### src/dbu_regs.svh
/*
  register offsets, field positions, reset values and timing counts
  for the debug uart; included by bare name, definitions only.
*/
`ifndef DBU_REGS_SVH
`define DBU_REGS_SVH

`define DBU_OFF_CR     8'h00
`define DBU_OFF_MR     8'h04
`define DBU_OFF_IER    8'h08
`define DBU_OFF_IDR    8'h0C
`define DBU_OFF_IMR    8'h10
`define DBU_OFF_SR     8'h14
`define DBU_OFF_RHR    8'h18
`define DBU_OFF_THR    8'h1C
`define DBU_OFF_BRGR   8'h20

`define DBU_CR_RSTRX   2
`define DBU_CR_RSTTX   3
`define DBU_CR_RXEN    4
`define DBU_CR_RXDIS   5
`define DBU_CR_TXEN    6
`define DBU_CR_TXDIS   7
`define DBU_CR_CLRERR  8

`define DBU_MR_PAR_LSB 9
`define DBU_MR_CHM_LSB 14

`define DBU_SR_RXAV    0
`define DBU_SR_TXFREE  1
`define DBU_SR_RXEND   3
`define DBU_SR_TXEND   4
`define DBU_SR_OVR     5
`define DBU_SR_FRM     6
`define DBU_SR_PAR     7
`define DBU_SR_TXIDLE  9
`define DBU_SR_TXDMAE  11
`define DBU_SR_RXDMAF  12
`define DBU_SR_DCCW    30
`define DBU_SR_DCCR    31
`define DBU_SR_VALID   32'hC000_1AFB

`define DBU_MR_RST     3'h0
`define DBU_IMR_RST    32'h0000_0000
`define DBU_BRGR_RST   16'h0000

`define DBU_SAMP_MID   4'h7
`define DBU_SAMP_LAST  4'hF
`define DBU_BIT_LAST   3'h7

`endif

### src/dbu_pkg.sv
/*
  types shared by the debug uart: state encodings, channel modes,
  side-band signal groups and the check-bit decode.
  assumes nothing beyond a systemverilog compiler.
*/
package dbu_pkg;

  typedef enum logic [4:0] {
    TX_IDLE  = 5'h01,
    TX_START = 5'h02,
    TX_DATA  = 5'h04,
    TX_PAR   = 5'h08,
    TX_STOP  = 5'h10
  } dbu_tx_state_t;

  typedef enum logic [4:0] {
    RX_IDLE  = 5'h01,
    RX_START = 5'h02,
    RX_DATA  = 5'h04,
    RX_PAR   = 5'h08,
    RX_STOP  = 5'h10
  } dbu_rx_state_t;

  typedef enum logic [1:0] {
    CH_NORMAL = 2'h0,
    CH_ECHO   = 2'h1,
    CH_LOCAL  = 2'h2,
    CH_REMOTE = 2'h3
  } dbu_channel_test_select_t;

  typedef struct packed {
    logic rx_end;
    logic tx_end;
    logic tx_buf_empty;
    logic rx_buf_full;
  } dbu_dma_t;

  typedef struct packed {
    logic write_pending;
    logic read_pending;
  } dbu_dcc_t;

  // value of the check bit for a character; meaningless when kind[2]
  function automatic logic dbu_parity(input logic [2:0] kind,
                                      input logic [7:0] data);
    logic p;
    p = 1'b0;
    case (kind[1:0])
      2'h0:    p = ^data;
      2'h1:    p = ~^data;
      2'h2:    p = 1'b0;
      default: p = 1'b1;
    endcase
    return p;
  endfunction : dbu_parity

endpackage : dbu_pkg

### src/dbu_top.sv
/*
  debug uart register block with its serial transmitter, receiver,
  channel test modes and interrupt gating.
  assumes a single-cycle register port on ref_clk, dma and debug
  channel flags on the same clock, and an asynchronous receive pin.
*/
// Summary of operation
// - check_bit_type picks even, odd, zero, one, none
// - channel_test_select picks normal, echo, local, remote
// - enable register writes of one set mask
// - disable register writes of one clear mask
// - mask register reads enabled sources as ones
// - all four registers share one bit layout
// - rx_char_available set on char, cleared by read
// - tx_holding_free low while holding full or disabled
// - transfer done bits follow dma end signals
// - dma buffer bits follow dma buffer signals
// - error flags sticky until clear_error_flags
// - tx_idle_flag only when holding and shifter empty
// - dcc bits follow debug channel status signals
// - received_char in bits 7 to 0
// - baud_divisor read-write in bits 15 to 0
// - divisor zero stops, one direct, else divided
// - clear_error_flags write clears three error flags
// - local loopback: tx feeds rx, pin held high
// - remote loops pin; echo retransmits received bits
`timescale 1ns/1ns
`include "dbu_regs.svh"
module dbu_top #(
  parameter int unsigned DIV_W = 16
) (
  input  wire logic              ref_clk,
  input  wire logic              rst_n,
  input  wire logic [7:0]        reg_addr,
  input  wire logic [31:0]       reg_wdata,
  input  wire logic              reg_wr,
  input  wire logic              reg_rd,
  output logic [31:0]            reg_rdata,
  input  wire logic              serial_in_pin,
  output logic                   serial_out_pin,
  input  wire dbu_pkg::dbu_dma_t dma_in,
  input  wire dbu_pkg::dbu_dcc_t dcc_in,
  output logic                   irq
);
  import dbu_pkg::*;

  // address decode
  wire wr_cr   = reg_wr && reg_addr == `DBU_OFF_CR;
  wire wr_mr   = reg_wr && reg_addr == `DBU_OFF_MR;
  wire wr_ier  = reg_wr && reg_addr == `DBU_OFF_IER;
  wire wr_idr  = reg_wr && reg_addr == `DBU_OFF_IDR;
  wire wr_thr  = reg_wr && reg_addr == `DBU_OFF_THR;
  wire wr_brgr = reg_wr && reg_addr == `DBU_OFF_BRGR;
  wire rd_rhr  = reg_rd && reg_addr == `DBU_OFF_RHR;

  wire rst_rx  = wr_cr && reg_wdata[`DBU_CR_RSTRX];
  wire rst_tx  = wr_cr && reg_wdata[`DBU_CR_RSTTX];
  wire clr_err = wr_cr && reg_wdata[`DBU_CR_CLRERR];

  // receive pin synchroniser
  logic rx_meta;
  logic rx_pin_s;
  always_ff @(posedge ref_clk or negedge rst_n) begin
    if (!rst_n) begin
      rx_meta  <= 1'b1;
      rx_pin_s <= 1'b1;
    end else begin
      rx_meta  <= serial_in_pin;
      rx_pin_s <= rx_meta;
    end
  end

  // software state
  logic [2:0]       par_kind;
  dbu_channel_test_select_t      channel_test_select;
  logic [31:0]      imr;
  logic [DIV_W-1:0] baud_div;
  logic             rx_en;
  logic             tx_en;

  wire has_par = !par_kind[2];
  wire [31:0] next_imr = wr_ier ? (imr | reg_wdata)
                       : wr_idr ? (imr & ~reg_wdata)
                       : imr;
  // a disable in the same word beats an enable
  wire next_rx_en = (reg_wdata[`DBU_CR_RXDIS] || reg_wdata[`DBU_CR_RSTRX])
                    ? 1'b0 : (reg_wdata[`DBU_CR_RXEN] || rx_en);
  wire next_tx_en = (reg_wdata[`DBU_CR_TXDIS] || reg_wdata[`DBU_CR_RSTTX])
                    ? 1'b0 : (reg_wdata[`DBU_CR_TXEN] || tx_en);

  always_ff @(posedge ref_clk or negedge rst_n) begin
    if (!rst_n) begin
      par_kind <= `DBU_MR_RST;
      channel_test_select   <= CH_NORMAL;
      imr      <= `DBU_IMR_RST;
      baud_div <= `DBU_BRGR_RST;
      rx_en    <= 1'b0;
      tx_en    <= 1'b0;
    end else begin
      imr <= next_imr & `DBU_SR_VALID;
      if (wr_mr) begin
        par_kind <= reg_wdata[`DBU_MR_PAR_LSB +: 3];
        channel_test_select   <= dbu_channel_test_select_t'(reg_wdata[`DBU_MR_CHM_LSB +: 2]);
      end
      if (wr_brgr) begin
        baud_div <= reg_wdata[DIV_W-1:0];
      end
      if (wr_cr) begin
        rx_en <= next_rx_en;
        tx_en <= next_tx_en;
      end
    end
  end

  // remote loopback keeps both engines off the line
  wire rx_run = rx_en && channel_test_select != CH_REMOTE;
  wire tx_run = tx_en && channel_test_select != CH_REMOTE;

  logic tick;
  dbu_baud_gen #(
    .DIV_W   (DIV_W)
  ) u_baud (
    .ref_clk (ref_clk),
    .rst_n   (rst_n),
    .divisor (baud_div),
    .tick    (tick)
  );

  // transmitter
  dbu_tx_state_t tx_st;
  dbu_tx_state_t next_tx_st;
  logic          thr_full;
  logic [7:0]    thr_data;
  logic [7:0]    tx_shift;
  logic [2:0]    tx_bit;
  logic [3:0]    tx_cnt;
  logic          tx_par;

  wire tx_load = tx_st == TX_IDLE && thr_full && tx_run;
  wire tx_adv  = tick && tx_cnt == `DBU_SAMP_LAST;
  wire tx_line = tx_st == TX_START ? 1'b0
               : tx_st == TX_DATA  ? tx_shift[0]
               : tx_st == TX_PAR   ? tx_par
               : 1'b1;

  always_comb begin
    next_tx_st = tx_st;
    case (tx_st)
      TX_IDLE:  if (tx_load) next_tx_st = TX_START;
      TX_START: if (tx_adv) next_tx_st = TX_DATA;
      TX_DATA:  if (tx_adv && tx_bit == `DBU_BIT_LAST) begin
        next_tx_st = has_par ? TX_PAR : TX_STOP;
      end
      TX_PAR:   if (tx_adv) next_tx_st = TX_STOP;
      TX_STOP:  if (tx_adv) next_tx_st = TX_IDLE;
      default:  next_tx_st = TX_IDLE;
    endcase
    if (rst_tx) next_tx_st = TX_IDLE;
  end

  // a write while the holding register is full overwrites it
  always_ff @(posedge ref_clk or negedge rst_n) begin
    if (!rst_n) begin
      tx_st    <= TX_IDLE;
      thr_full <= 1'b0;
      thr_data <= 8'h00;
      tx_shift <= 8'h00;
      tx_bit   <= 3'h0;
      tx_cnt   <= 4'h0;
      tx_par   <= 1'b0;
    end else begin
      tx_st    <= next_tx_st;
      thr_full <= !rst_tx && (wr_thr || (thr_full && !tx_load));
      if (wr_thr) thr_data <= reg_wdata[7:0];
      tx_cnt <= (tx_st == TX_IDLE) ? 4'h0 : tx_cnt + {3'h0, tick};
      if (tx_load) begin
        tx_shift <= thr_data;
        tx_bit   <= 3'h0;
        tx_par   <= dbu_parity(par_kind, thr_data);
      end else if (tx_adv && tx_st == TX_DATA) begin
        tx_shift <= {1'b0, tx_shift[7:1]};
        tx_bit   <= tx_bit + 3'h1;
      end
    end
  end

  // receiver
  dbu_rx_state_t rx_st;
  dbu_rx_state_t next_rx_st;
  logic [3:0]    rx_cnt;
  logic [2:0]    rx_bit;
  logic [7:0]    rx_shift;
  logic          rx_par_in;
  logic [7:0]    rhr;
  logic          rx_avail;
  logic          ovr_flag;
  logic          frm_flag;
  logic          par_flag;

  wire rx_in   = channel_test_select == CH_LOCAL ? tx_line : rx_pin_s;
  wire rx_mid  = tick && rx_cnt == `DBU_SAMP_MID;
  wire rx_samp = tick && rx_cnt == `DBU_SAMP_LAST;
  wire rx_done = rx_st == RX_STOP && rx_samp && rx_run;
  wire frm_ev  = rx_done && !rx_in;
  wire par_ev  = rx_done && has_par
                 && rx_par_in != dbu_parity(par_kind, rx_shift);
  wire ovr_ev  = rx_done && rx_avail;

  always_comb begin
    next_rx_st = rx_st;
    case (rx_st)
      RX_IDLE:  if (rx_run && tick && !rx_in) next_rx_st = RX_START;
      // a start bit gone by mid-bit was a glitch
      RX_START: if (rx_mid) next_rx_st = rx_in ? RX_IDLE : RX_DATA;
      RX_DATA:  if (rx_samp && rx_bit == `DBU_BIT_LAST) begin
        next_rx_st = has_par ? RX_PAR : RX_STOP;
      end
      RX_PAR:   if (rx_samp) next_rx_st = RX_STOP;
      RX_STOP:  if (rx_samp) next_rx_st = RX_IDLE;
      default:  next_rx_st = RX_IDLE;
    endcase
    if (rst_rx) next_rx_st = RX_IDLE;
  end

  always_ff @(posedge ref_clk or negedge rst_n) begin
    if (!rst_n) begin
      rx_st     <= RX_IDLE;
      rx_cnt    <= 4'h0;
      rx_bit    <= 3'h0;
      rx_shift  <= 8'h00;
      rx_par_in <= 1'b0;
      rhr       <= 8'h00;
    end else begin
      rx_st <= next_rx_st;
      if (rx_st == RX_IDLE || (rx_st == RX_START && rx_mid)) begin
        rx_cnt <= 4'h0;
        rx_bit <= 3'h0;
      end else begin
        rx_cnt <= rx_cnt + {3'h0, tick};
      end
      if (rx_st == RX_DATA && rx_samp) begin
        rx_shift <= {rx_in, rx_shift[7:1]};
        rx_bit   <= rx_bit + 3'h1;
      end
      if (rx_st == RX_PAR && rx_samp) rx_par_in <= rx_in;
      if (rx_done) rhr <= rx_shift;
    end
  end

  // set wins over read and over clear_error_flags
  always_ff @(posedge ref_clk or negedge rst_n) begin
    if (!rst_n) begin
      rx_avail <= 1'b0;
      ovr_flag <= 1'b0;
      frm_flag <= 1'b0;
      par_flag <= 1'b0;
    end else begin
      rx_avail <= rx_run && (rx_done || (rx_avail && !rd_rhr));
      ovr_flag <= ovr_ev || (ovr_flag && !clr_err);
      frm_flag <= frm_ev || (frm_flag && !clr_err);
      par_flag <= par_ev || (par_flag && !clr_err);
    end
  end

  // status word
  wire tx_free = tx_run && !thr_full;
  wire tx_idle = tx_free && tx_st == TX_IDLE;
  logic [31:0] sr;
  always_comb begin
    sr = 32'h0000_0000;
    sr[`DBU_SR_RXAV]   = rx_avail;
    sr[`DBU_SR_TXFREE] = tx_free;
    sr[`DBU_SR_RXEND]  = dma_in.rx_end;
    sr[`DBU_SR_TXEND]  = dma_in.tx_end;
    sr[`DBU_SR_OVR]    = ovr_flag;
    sr[`DBU_SR_FRM]    = frm_flag;
    sr[`DBU_SR_PAR]    = par_flag;
    sr[`DBU_SR_TXIDLE] = tx_idle;
    sr[`DBU_SR_TXDMAE] = dma_in.tx_buf_empty;
    sr[`DBU_SR_RXDMAF] = dma_in.rx_buf_full;
    sr[`DBU_SR_DCCW]   = dcc_in.write_pending;
    sr[`DBU_SR_DCCR]   = dcc_in.read_pending;
  end

  // read mux; write-only and unmapped offsets read zero
  wire [31:0] mr_view = {16'h0000, channel_test_select, 2'h0, par_kind, 9'h000};
  wire [31:0] rd_mux =
      reg_addr == `DBU_OFF_MR   ? mr_view
    : reg_addr == `DBU_OFF_IMR  ? imr
    : reg_addr == `DBU_OFF_SR   ? sr
    : reg_addr == `DBU_OFF_RHR  ? {24'h00_0000, rhr}
    : reg_addr == `DBU_OFF_BRGR ? {{(32-DIV_W){1'b0}}, baud_div}
    : 32'h0000_0000;

  // out pin is registered so mode changes never glitch the line
  wire next_out = channel_test_select == CH_NORMAL ? tx_line
                : channel_test_select == CH_LOCAL  ? 1'b1
                : rx_pin_s;

  always_ff @(posedge ref_clk or negedge rst_n) begin
    if (!rst_n) begin
      reg_rdata      <= 32'h0000_0000;
      serial_out_pin <= 1'b1;
      irq            <= 1'b0;
    end else begin
      reg_rdata      <= reg_rd ? rd_mux : 32'h0000_0000;
      serial_out_pin <= next_out;
      irq            <= |(sr & imr);
    end
  end
endmodule : dbu_top

### src/dbu_baud_gen.sv
/*
  sample tick generator for the debug uart: one tick every divisor
  clocks, sixteen ticks make one bit.
  assumes the divisor comes from a register on the same clock.
*/
`timescale 1ns/1ns
module dbu_baud_gen #(
  parameter int unsigned DIV_W = 16
) (
  input  wire logic             ref_clk,
  input  wire logic             rst_n,
  input  wire logic [DIV_W-1:0] divisor,
  output logic                  tick
);
  import dbu_pkg::*;

  logic [DIV_W-1:0] cnt;
  wire              run = divisor != '0;
  wire              wrap = cnt >= divisor - DIV_W'(1);

  assign tick = run && wrap;

  // a lowered divisor must not strand the counter above it
  always_ff @(posedge ref_clk or negedge rst_n) begin
    if (!rst_n) begin
      cnt <= '0;
    end else if (!run || wrap) begin
      cnt <= '0;
    end else begin
      cnt <= cnt + DIV_W'(1);
    end
  end
endmodule : dbu_baud_gen

### config.mk
export PLATFORM = sky130hd
export DESIGN_NAME = dbu_top
export DESIGN_NICKNAME = d
export VERILOG_FILES = /design/src/dbu_pkg.sv /design/src/dbu_top.sv /design/src/dbu_baud_gen.sv
export VERILOG_INCLUDE_DIRS = /design/src
export SDC_FILE = /design/constraint.sdc
export NUM_CORES = 1
export LEC_CHECK = 0
export ABC_AREA = 1
export BUFFER_PORTS_ARGS = -buffer_cell sky130_fd_sc_hd__buf_2
export CORE_MARGIN = 3
export CORE_UTILIZATION = 35
export DETAILED_ROUTE_END_ITERATION = 7
export GPL_ROUTABILITY_DRIVEN = 0
export HOLD_SLACK_MARGIN = 0.15
export PLACE_DENSITY_LB_ADDON = 0.25
export RECOVER_POWER = 25
export SYNTH_ARGS = -nofsm -noshare
export SYNTH_HDL_FRONTEND = slang
export SYNTH_HIERARCHICAL = 1
export SYNTH_SLANG_ARGS = --single-unit
export TNS_END_PERCENT = 10
### constraint.sdc
create_clock -name ref_clk -period 4.4 [get_ports ref_clk]
set_input_delay 0.22 -clock ref_clk [delete_from_list [all_inputs] [get_ports ref_clk]]
set_output_delay 0.22 -clock ref_clk [all_outputs]
set_load 0.01 [all_outputs]
# Word level (Yosys, flattened, before mapping)
# Index checks and enable logic that the tools add are counted.
# classes
n_addsub,6
order_cmp,1
n_eq_ne,38
n_mux,43
bitwise_logic,4
reduce_logical,74
# ops
operator,n
32-bit 2-to-1 mux,6
5-bit 2-to-1 mux,13
32-bit bitwise AND,2
5-bit one-hot mux with 5 select lines,2
16-bit 2-to-1 mux,3
1-bit logical AND,41
8-bit by 5-bit == test with 1-bit output (second input constant),4
32-bit inverter,1
32-bit OR,1
32-bit OR reduction,1
3-bit != test (second input constant),9
16-bit by 1-bit adder with 16-bit output (second input constant),1
8-bit by 4-bit == test with 1-bit output (second input constant),2
16-bit greater-or-equal comparator,1
8-bit 2-to-1 mux,2
16-bit nonzero test,1
8-bit XNOR reduction,2
8-bit XOR reduction,2
16-bit by 1-bit subtractor with 16-bit output (second input constant),1
3-bit 2-to-1 mux,5
1-bit logical OR,11
5-bit by 1-bit == test with 1-bit output (second input constant),2
5-bit by 2-bit == test with 1-bit output (second input constant),2
5-bit by 3-bit == test with 1-bit output (second input constant),2
other kinds (22),49
# totals
regBits,150
input_bits,51
output_inout_bits,34

# Longest topological paths before layout
# depth
depth_word,10
mapped_depth,24

# Modules after synthesis
# The synthesis kept the hierarchy.
# by_module_without_submodules
module,n_inst,cells_per_inst,area_each_um2,seq_area_each_um2
dbu_top,1,692,5923.2,3009.1
dbu_baud_gen,1,213,1535.2,400.4

# Worst setup path after synthesis
# Ideal clock, no wire load.
# synth_path
path_kind,register to register
start,reg baud_div[0]
end,reg rx_bit[1]
setup_time_ps,121
arrival_ps,3260
required_time_ps,4279
setup_slack_ps,1019
stages_incl_launch_ff,23
path_buffers,1
synth_period_minus_slack_ps,3381
path_cell_list,dfrtp_1 -> inv_1 -> ha_1 -> nand2_1 -> nor2_2 -> nand2_1 -> nor2_1 -> xor2_1 -> inv_1 -> ha_1 -> nand4_1 -> a21oi_1 -> nor2_1 -> a21boi_0 -> nand2_2 -> nor3_4 -> inv_2 -> nor2_4 -> buf_6 -> inv_2 -> nand3_2 -> inv_2 -> a22o_1
# synth_between
elab_chain_len,7
word_cells_on_any_way,11
cone_classes,add/sub (1); order compare (1); mux (1); reduce/logical (8)
# synth_lines
item,line_no,source
from (decl),dbu_top.sv:77,logic [DIV_W-1:0] baud_div;
from (signal assigned),dbu_top.sv:96,baud_div <= `DBU_BRGR_RST;
from (signal assigned),dbu_top.sv:106,baud_div <= reg_wdata[DIV_W-1:0];
16-bit by 1-bit subtractor with 16-bit output,dbu_baud_gen.sv:19,wire wrap = cnt >= divisor - DIV_W'(1);
16-bit greater-or-equal comparator,dbu_baud_gen.sv:19,
1-bit logical AND (*),dbu_baud_gen.sv:21,assign tick = run && wrap;
net tick,dbu_top.sv:119,logic tick;
1-bit logical AND (no source line),--,
1-bit logical AND,dbu_top.sv:235,if (rx_st == RX_IDLE || (rx_st == RX_START && rx_mid)) begin
1-bit logical OR,dbu_top.sv:235,
2-bit nonzero test (no source line),--,
to (signal assigned),dbu_top.sv:243,rx_bit <= rx_bit + 3'h1;
to (decl),dbu_top.sv:191,logic [2:0] rx_bit;
# Mark *: on every way through the listed nets, which the timed path passes. The rest lies on a longest branch.
# A chain may end at the register's enable or synchronous reset.

# Final worst setup path
# layout_path
start,reg baud_div[0]
end,reg rx_shift[6]
# layout_between
elab_chain_len,5
word_cells_on_any_way,6
cone_classes,add/sub (1); order compare (1); reduce/logical (4)
# layout_lines
item,line_no,source
16-bit by 1-bit subtractor with 16-bit output,dbu_baud_gen.sv:19,
16-bit greater-or-equal comparator,dbu_baud_gen.sv:19,
1-bit logical AND (*),dbu_baud_gen.sv:21,
net tick,dbu_top.sv:119,
1-bit logical AND (no source line) (*),--,
1-bit logical AND (*),dbu_top.sv:241,if (rx_st == RX_DATA && rx_samp) begin
to (signal assigned),dbu_top.sv:242,"rx_shift <= {rx_in, rx_shift[7:1]};"
to (decl),dbu_top.sv:192,logic [7:0] rx_shift;
# Marks and branches as above.

==> flow_summary.json <==
{
  "grt_max_degree": 70,
  "min_path_cells": 3,
  "p_total_mw": 3.67,
  "postSynthCellCount": 905,
  "fin_util": 0.431,
  "io_buffers": 56,
  "start_util": 0.363,
  "reg2reg_slack_ns": 0.86,
  "cts_buffers": 17,
  "synth_top_family_by_area": "simple AND/OR/NAND/NOR gates",
  "synth_area_leaders": "dfrtp_1 44%, nand2_1 11%, o21ai_0 6.2%",
  "finalHoldViolations": 0,
  "timing.max_cap.violations": 1,
  "drt-total-wl_um": 18700,
  "final_max_slew_viol_count": 70,
  "p_clk_frac": 0.466,
  "cp-end-kind": "register",
  "cts_resized": 0,
  "synth_compound_area_frac": 0.115,
  "cts-root-buf": "clkbuf_16",
  "chipWidth_um": 152,
  "p_per_area_nw_per_um2": 414,
  "drt_iter0_drc": 378,
  "hold_path.startpoint": "reg_wdata[0]",
  "cp-start-kind": "register",
  "grt_use_total": 0.168,
  "timing.rr.start": "baud_div[0]$_DFFE_PN0P_",
  "synthAdderAreaFrac": 0.0453,
  "clock-sinks": 136,
  "cts_setup_buffers": 0,
  "r2r_cells": 20,
  "die_area_um2": 23100,
  "vdd_ir_drop_max_v": 0.000231,
  "synth_top_area_cell": "dfrtp_1",
  "synth-xor-area-share": 0.0505,
  "cts_tree": "done",
  "clockBufferDepth": 2,
  "finalSetupViolations": 0,
  "synth_top_cell_area_share": 0.440,
  "crit_fanout": 16,
  "finish.net_count": 1069,
  "relSlewSlack": -1.03,
  "fillers": 2104,
  "ctsHtreeMaxLevel": 4,
  "power.leakage_nw": 4.44,
  "die_h_um": 152,
  "rsz0062_at_grt": "false",
  "firstDrtPassIters": 6,
  "drc": 0,
  "hpwl_um": 14000,
  "combPwrFrac": 0.155,
  "antenna_left": 0,
  "p_switching_mw": 0.987,
  "synthMuxAreaShare": 0.00755,
  "synthDistinctLibCells": 47,
  "grt_pass1_vias": 6107,
  "clkSlewWorstSetupHoldPaths_ns": 0.06,
  "holdBufCountCts": 20,
  "crit_required_ns": 4.69,
  "grt_pass1_wl_um": 31500,
  "synth-simple-area-share": 0.236,
  "drive_gt1_frac": 0.142,
  "yosysWarnings": 6,
  "syn_area_um2": 7460,
  "clock.fmax_mhz": 282,
  "n_antenna_cell": 0,
  "worst_pin_slew_ns": 3.05,
  "ys_ff_latch": 136,
  "clock_latency_ns": 0.42,
  "crit_arrival_ns": 3.83,
  "fin_tns_setup_ns": 0,
  "status": "complete, but fails checks",
  "pwr-share-seq": 0.379,
  "worst_r2r_endpoint": "rx_shift[6]$_DFFE_PN0P_",
  "critPathKind": "reg2reg",
  "ios": 85,
  "route.detailed.wl_per_inst_um": 14.7,
  "syn_avg_cell_area_um2": 8.24,
  "core_um2": 20600,
  "min_path_type": "in2reg",
  "synth_enable_flop_cells": 0,
  "hold_end": "baud_div[0]$_DFFE_PN0P_",
  "antenna_found_initial": 0,
  "period_share": 0.805,
  "via_per_inst": 4.76,
  "ys_async_sr_fraction": 1.00,
  "vias": 6062,
  "p_int_mw": 2.69,
  "yosys-top-cells-count": "211 x nand2_1, 131 x dfrtp_1, 114 x inv_1",
  "fin_worst_skew_ns": 0.00860,
  "ys_seq_area_frac": 0.457,
  "violations": "max-capacitance violations, max-slew violations",
  "yosys.cell_count.top_type": "nand2_1",
  "grt-ovfl-total": 0,
  "layout_min_cycle_time_ns": 3.54,
  "synth_ff_type": "dfrtp_1",
  "area_growth_syn_to_layout_pct": 18.9,
  "sw_frac_of_total": 0.269,
  "rows": 52
}
[final cells by class]
class,instances,area (um^2),share of cell area
Timing Repair Buffer,82,527,0.0594
Multi-Input combinational cell,632,3430,0.387
Inverter,122,459,0.0518
Sequential cell,136,3410,0.384
Clock inverter,11,241,0.0272
Clock buffer,21,460,0.0519
Tap cell,270,338,0.0381
[worst max-delay path, stage by stage, from the launching register on]
cell	delay [ns]
dfrtp_1	0.39
inv_1	0.13
ha_1	0.24
nand2_1	0.11
nor2_2	0.15
nand2_1	0.11
nor2_1	0.12
xor2_1	0.15
inv_1	0.06
ha_1	0.28
nand4_1	0.12
nor2_1	0.14
nand2_1	0.10
a21boi_0	0.18
buf_4	0.22
nand2_2	0.08
nor3_4	0.25
inv_2	0.10
nor2_4	0.15
buf_4	0.22
o21ai_0	0.10
[placed cells by master, fill, tap and decap left out, types with 8 or more instances in the layout]
cell           count
a21oi_1           28
a31oi_1            8
buf_2             53
clkbuf_16         17
conb_1            14
dfrtp_1          131
dlygate4sd3_1     20
ha_1              27
inv_1            115
nand2_1          211
nand3_1           45
nand4_1           15
nor2_1            75
nor2_2            10
o21ai_0           93
o21ai_1           10
xnor2_1           14
xor2_1            29
[cells by family (layout without fill, tap and decap cells)]
logic type,count (synthesis),count (layout)
flops,136,136
buf+inv,150,236
other cells,1,14
compound gates,157,157
fa+ha+maj,27,27
xor+xnor,43,43
mux,5,5
simple gates,386,386
[layer usage]
metal	share of wire	GRT usage	wire length, um
met2	0.46	0.262	8610
met3	0.040	0.0381	744
met4	0.0087	0.0364	162
met1	0.49	0.239	9190
met5	0	0	0
[through the flow]
stage,setup slack (ns),instance area [um^2],hold slack (ns),instances
floorplan,1.02,7510,-0.0756,918
global placement,0.949,7980,0.272,1222
detailed placement,0.900,7980,0.277,1222
CTS,0.838,8880,0.153,1274
global route,0.397,8870,0.159,1274
finish,0.859,8870,0.149,1274
[state kept, by name, summed over array words and instances (netlist names), 2 cells and up, named ones only]
name	count
rx_shift	8
tx_st	5
tx_cnt	4
par_kind	3
rx_cnt	4
tx_shift	8
rx_bit	3
rhr	8
thr_data	8
tx_bit	3
reg_rdata	18
baud_div	16
channel_test_select	2
u_baud/cnt	16
rx_st	5
[how the worst max path moves through the flow]
| stage | start | endpoint | slack (ns) | cells past startpoint |
|---|---|---|---|---|
| 6_report | baud_div[0]$_DFFE_PN0P_ | rx_shift[6]$_DFFE_PN0P_ | 0.86 | 20 |
| 5_1_grt | rst_n | asynchronous set/reset pin | 0.40 | 2 |
| 4_1_cts | baud_div[0]$_DFFE_PN0P_ | rx_shift[6]$_DFFE_PN0P_ | 0.84 | 20 |
| 3_5_place_dp | baud_div[0]$_DFFE_PN0P_ | rx_shift[6]$_DFFE_PN0P_ | 0.90 | 20 |
| 3_3_place_gp | baud_div[0]$_DFFE_PN0P_ | rx_shift[6]$_DFFE_PN0P_ | 0.95 | 20 |
| 2_1_floorplan | baud_div[0]$_DFFE_PN0P_ | rx_bit[1]$_DFFE_PN0P_ | 1.02 | 22 |
[power by group through the flow]
| stage | clock network [mW] | registers (mW) | logic, mW |
|---|---|---|---|
| floorplan | 0 | 1.40 | 0.417 |
| global placement | 0 | 1.41 | 0.552 |
| detailed placement | 0 | 1.41 | 0.560 |
| CTS | 1.74 | 1.39 | 0.580 |
| global route | 1.80 | 1.40 | 0.669 |
| finish | 1.71 | 1.39 | 0.570 |
No activity file was read; power rests on OpenSTA's default activity.
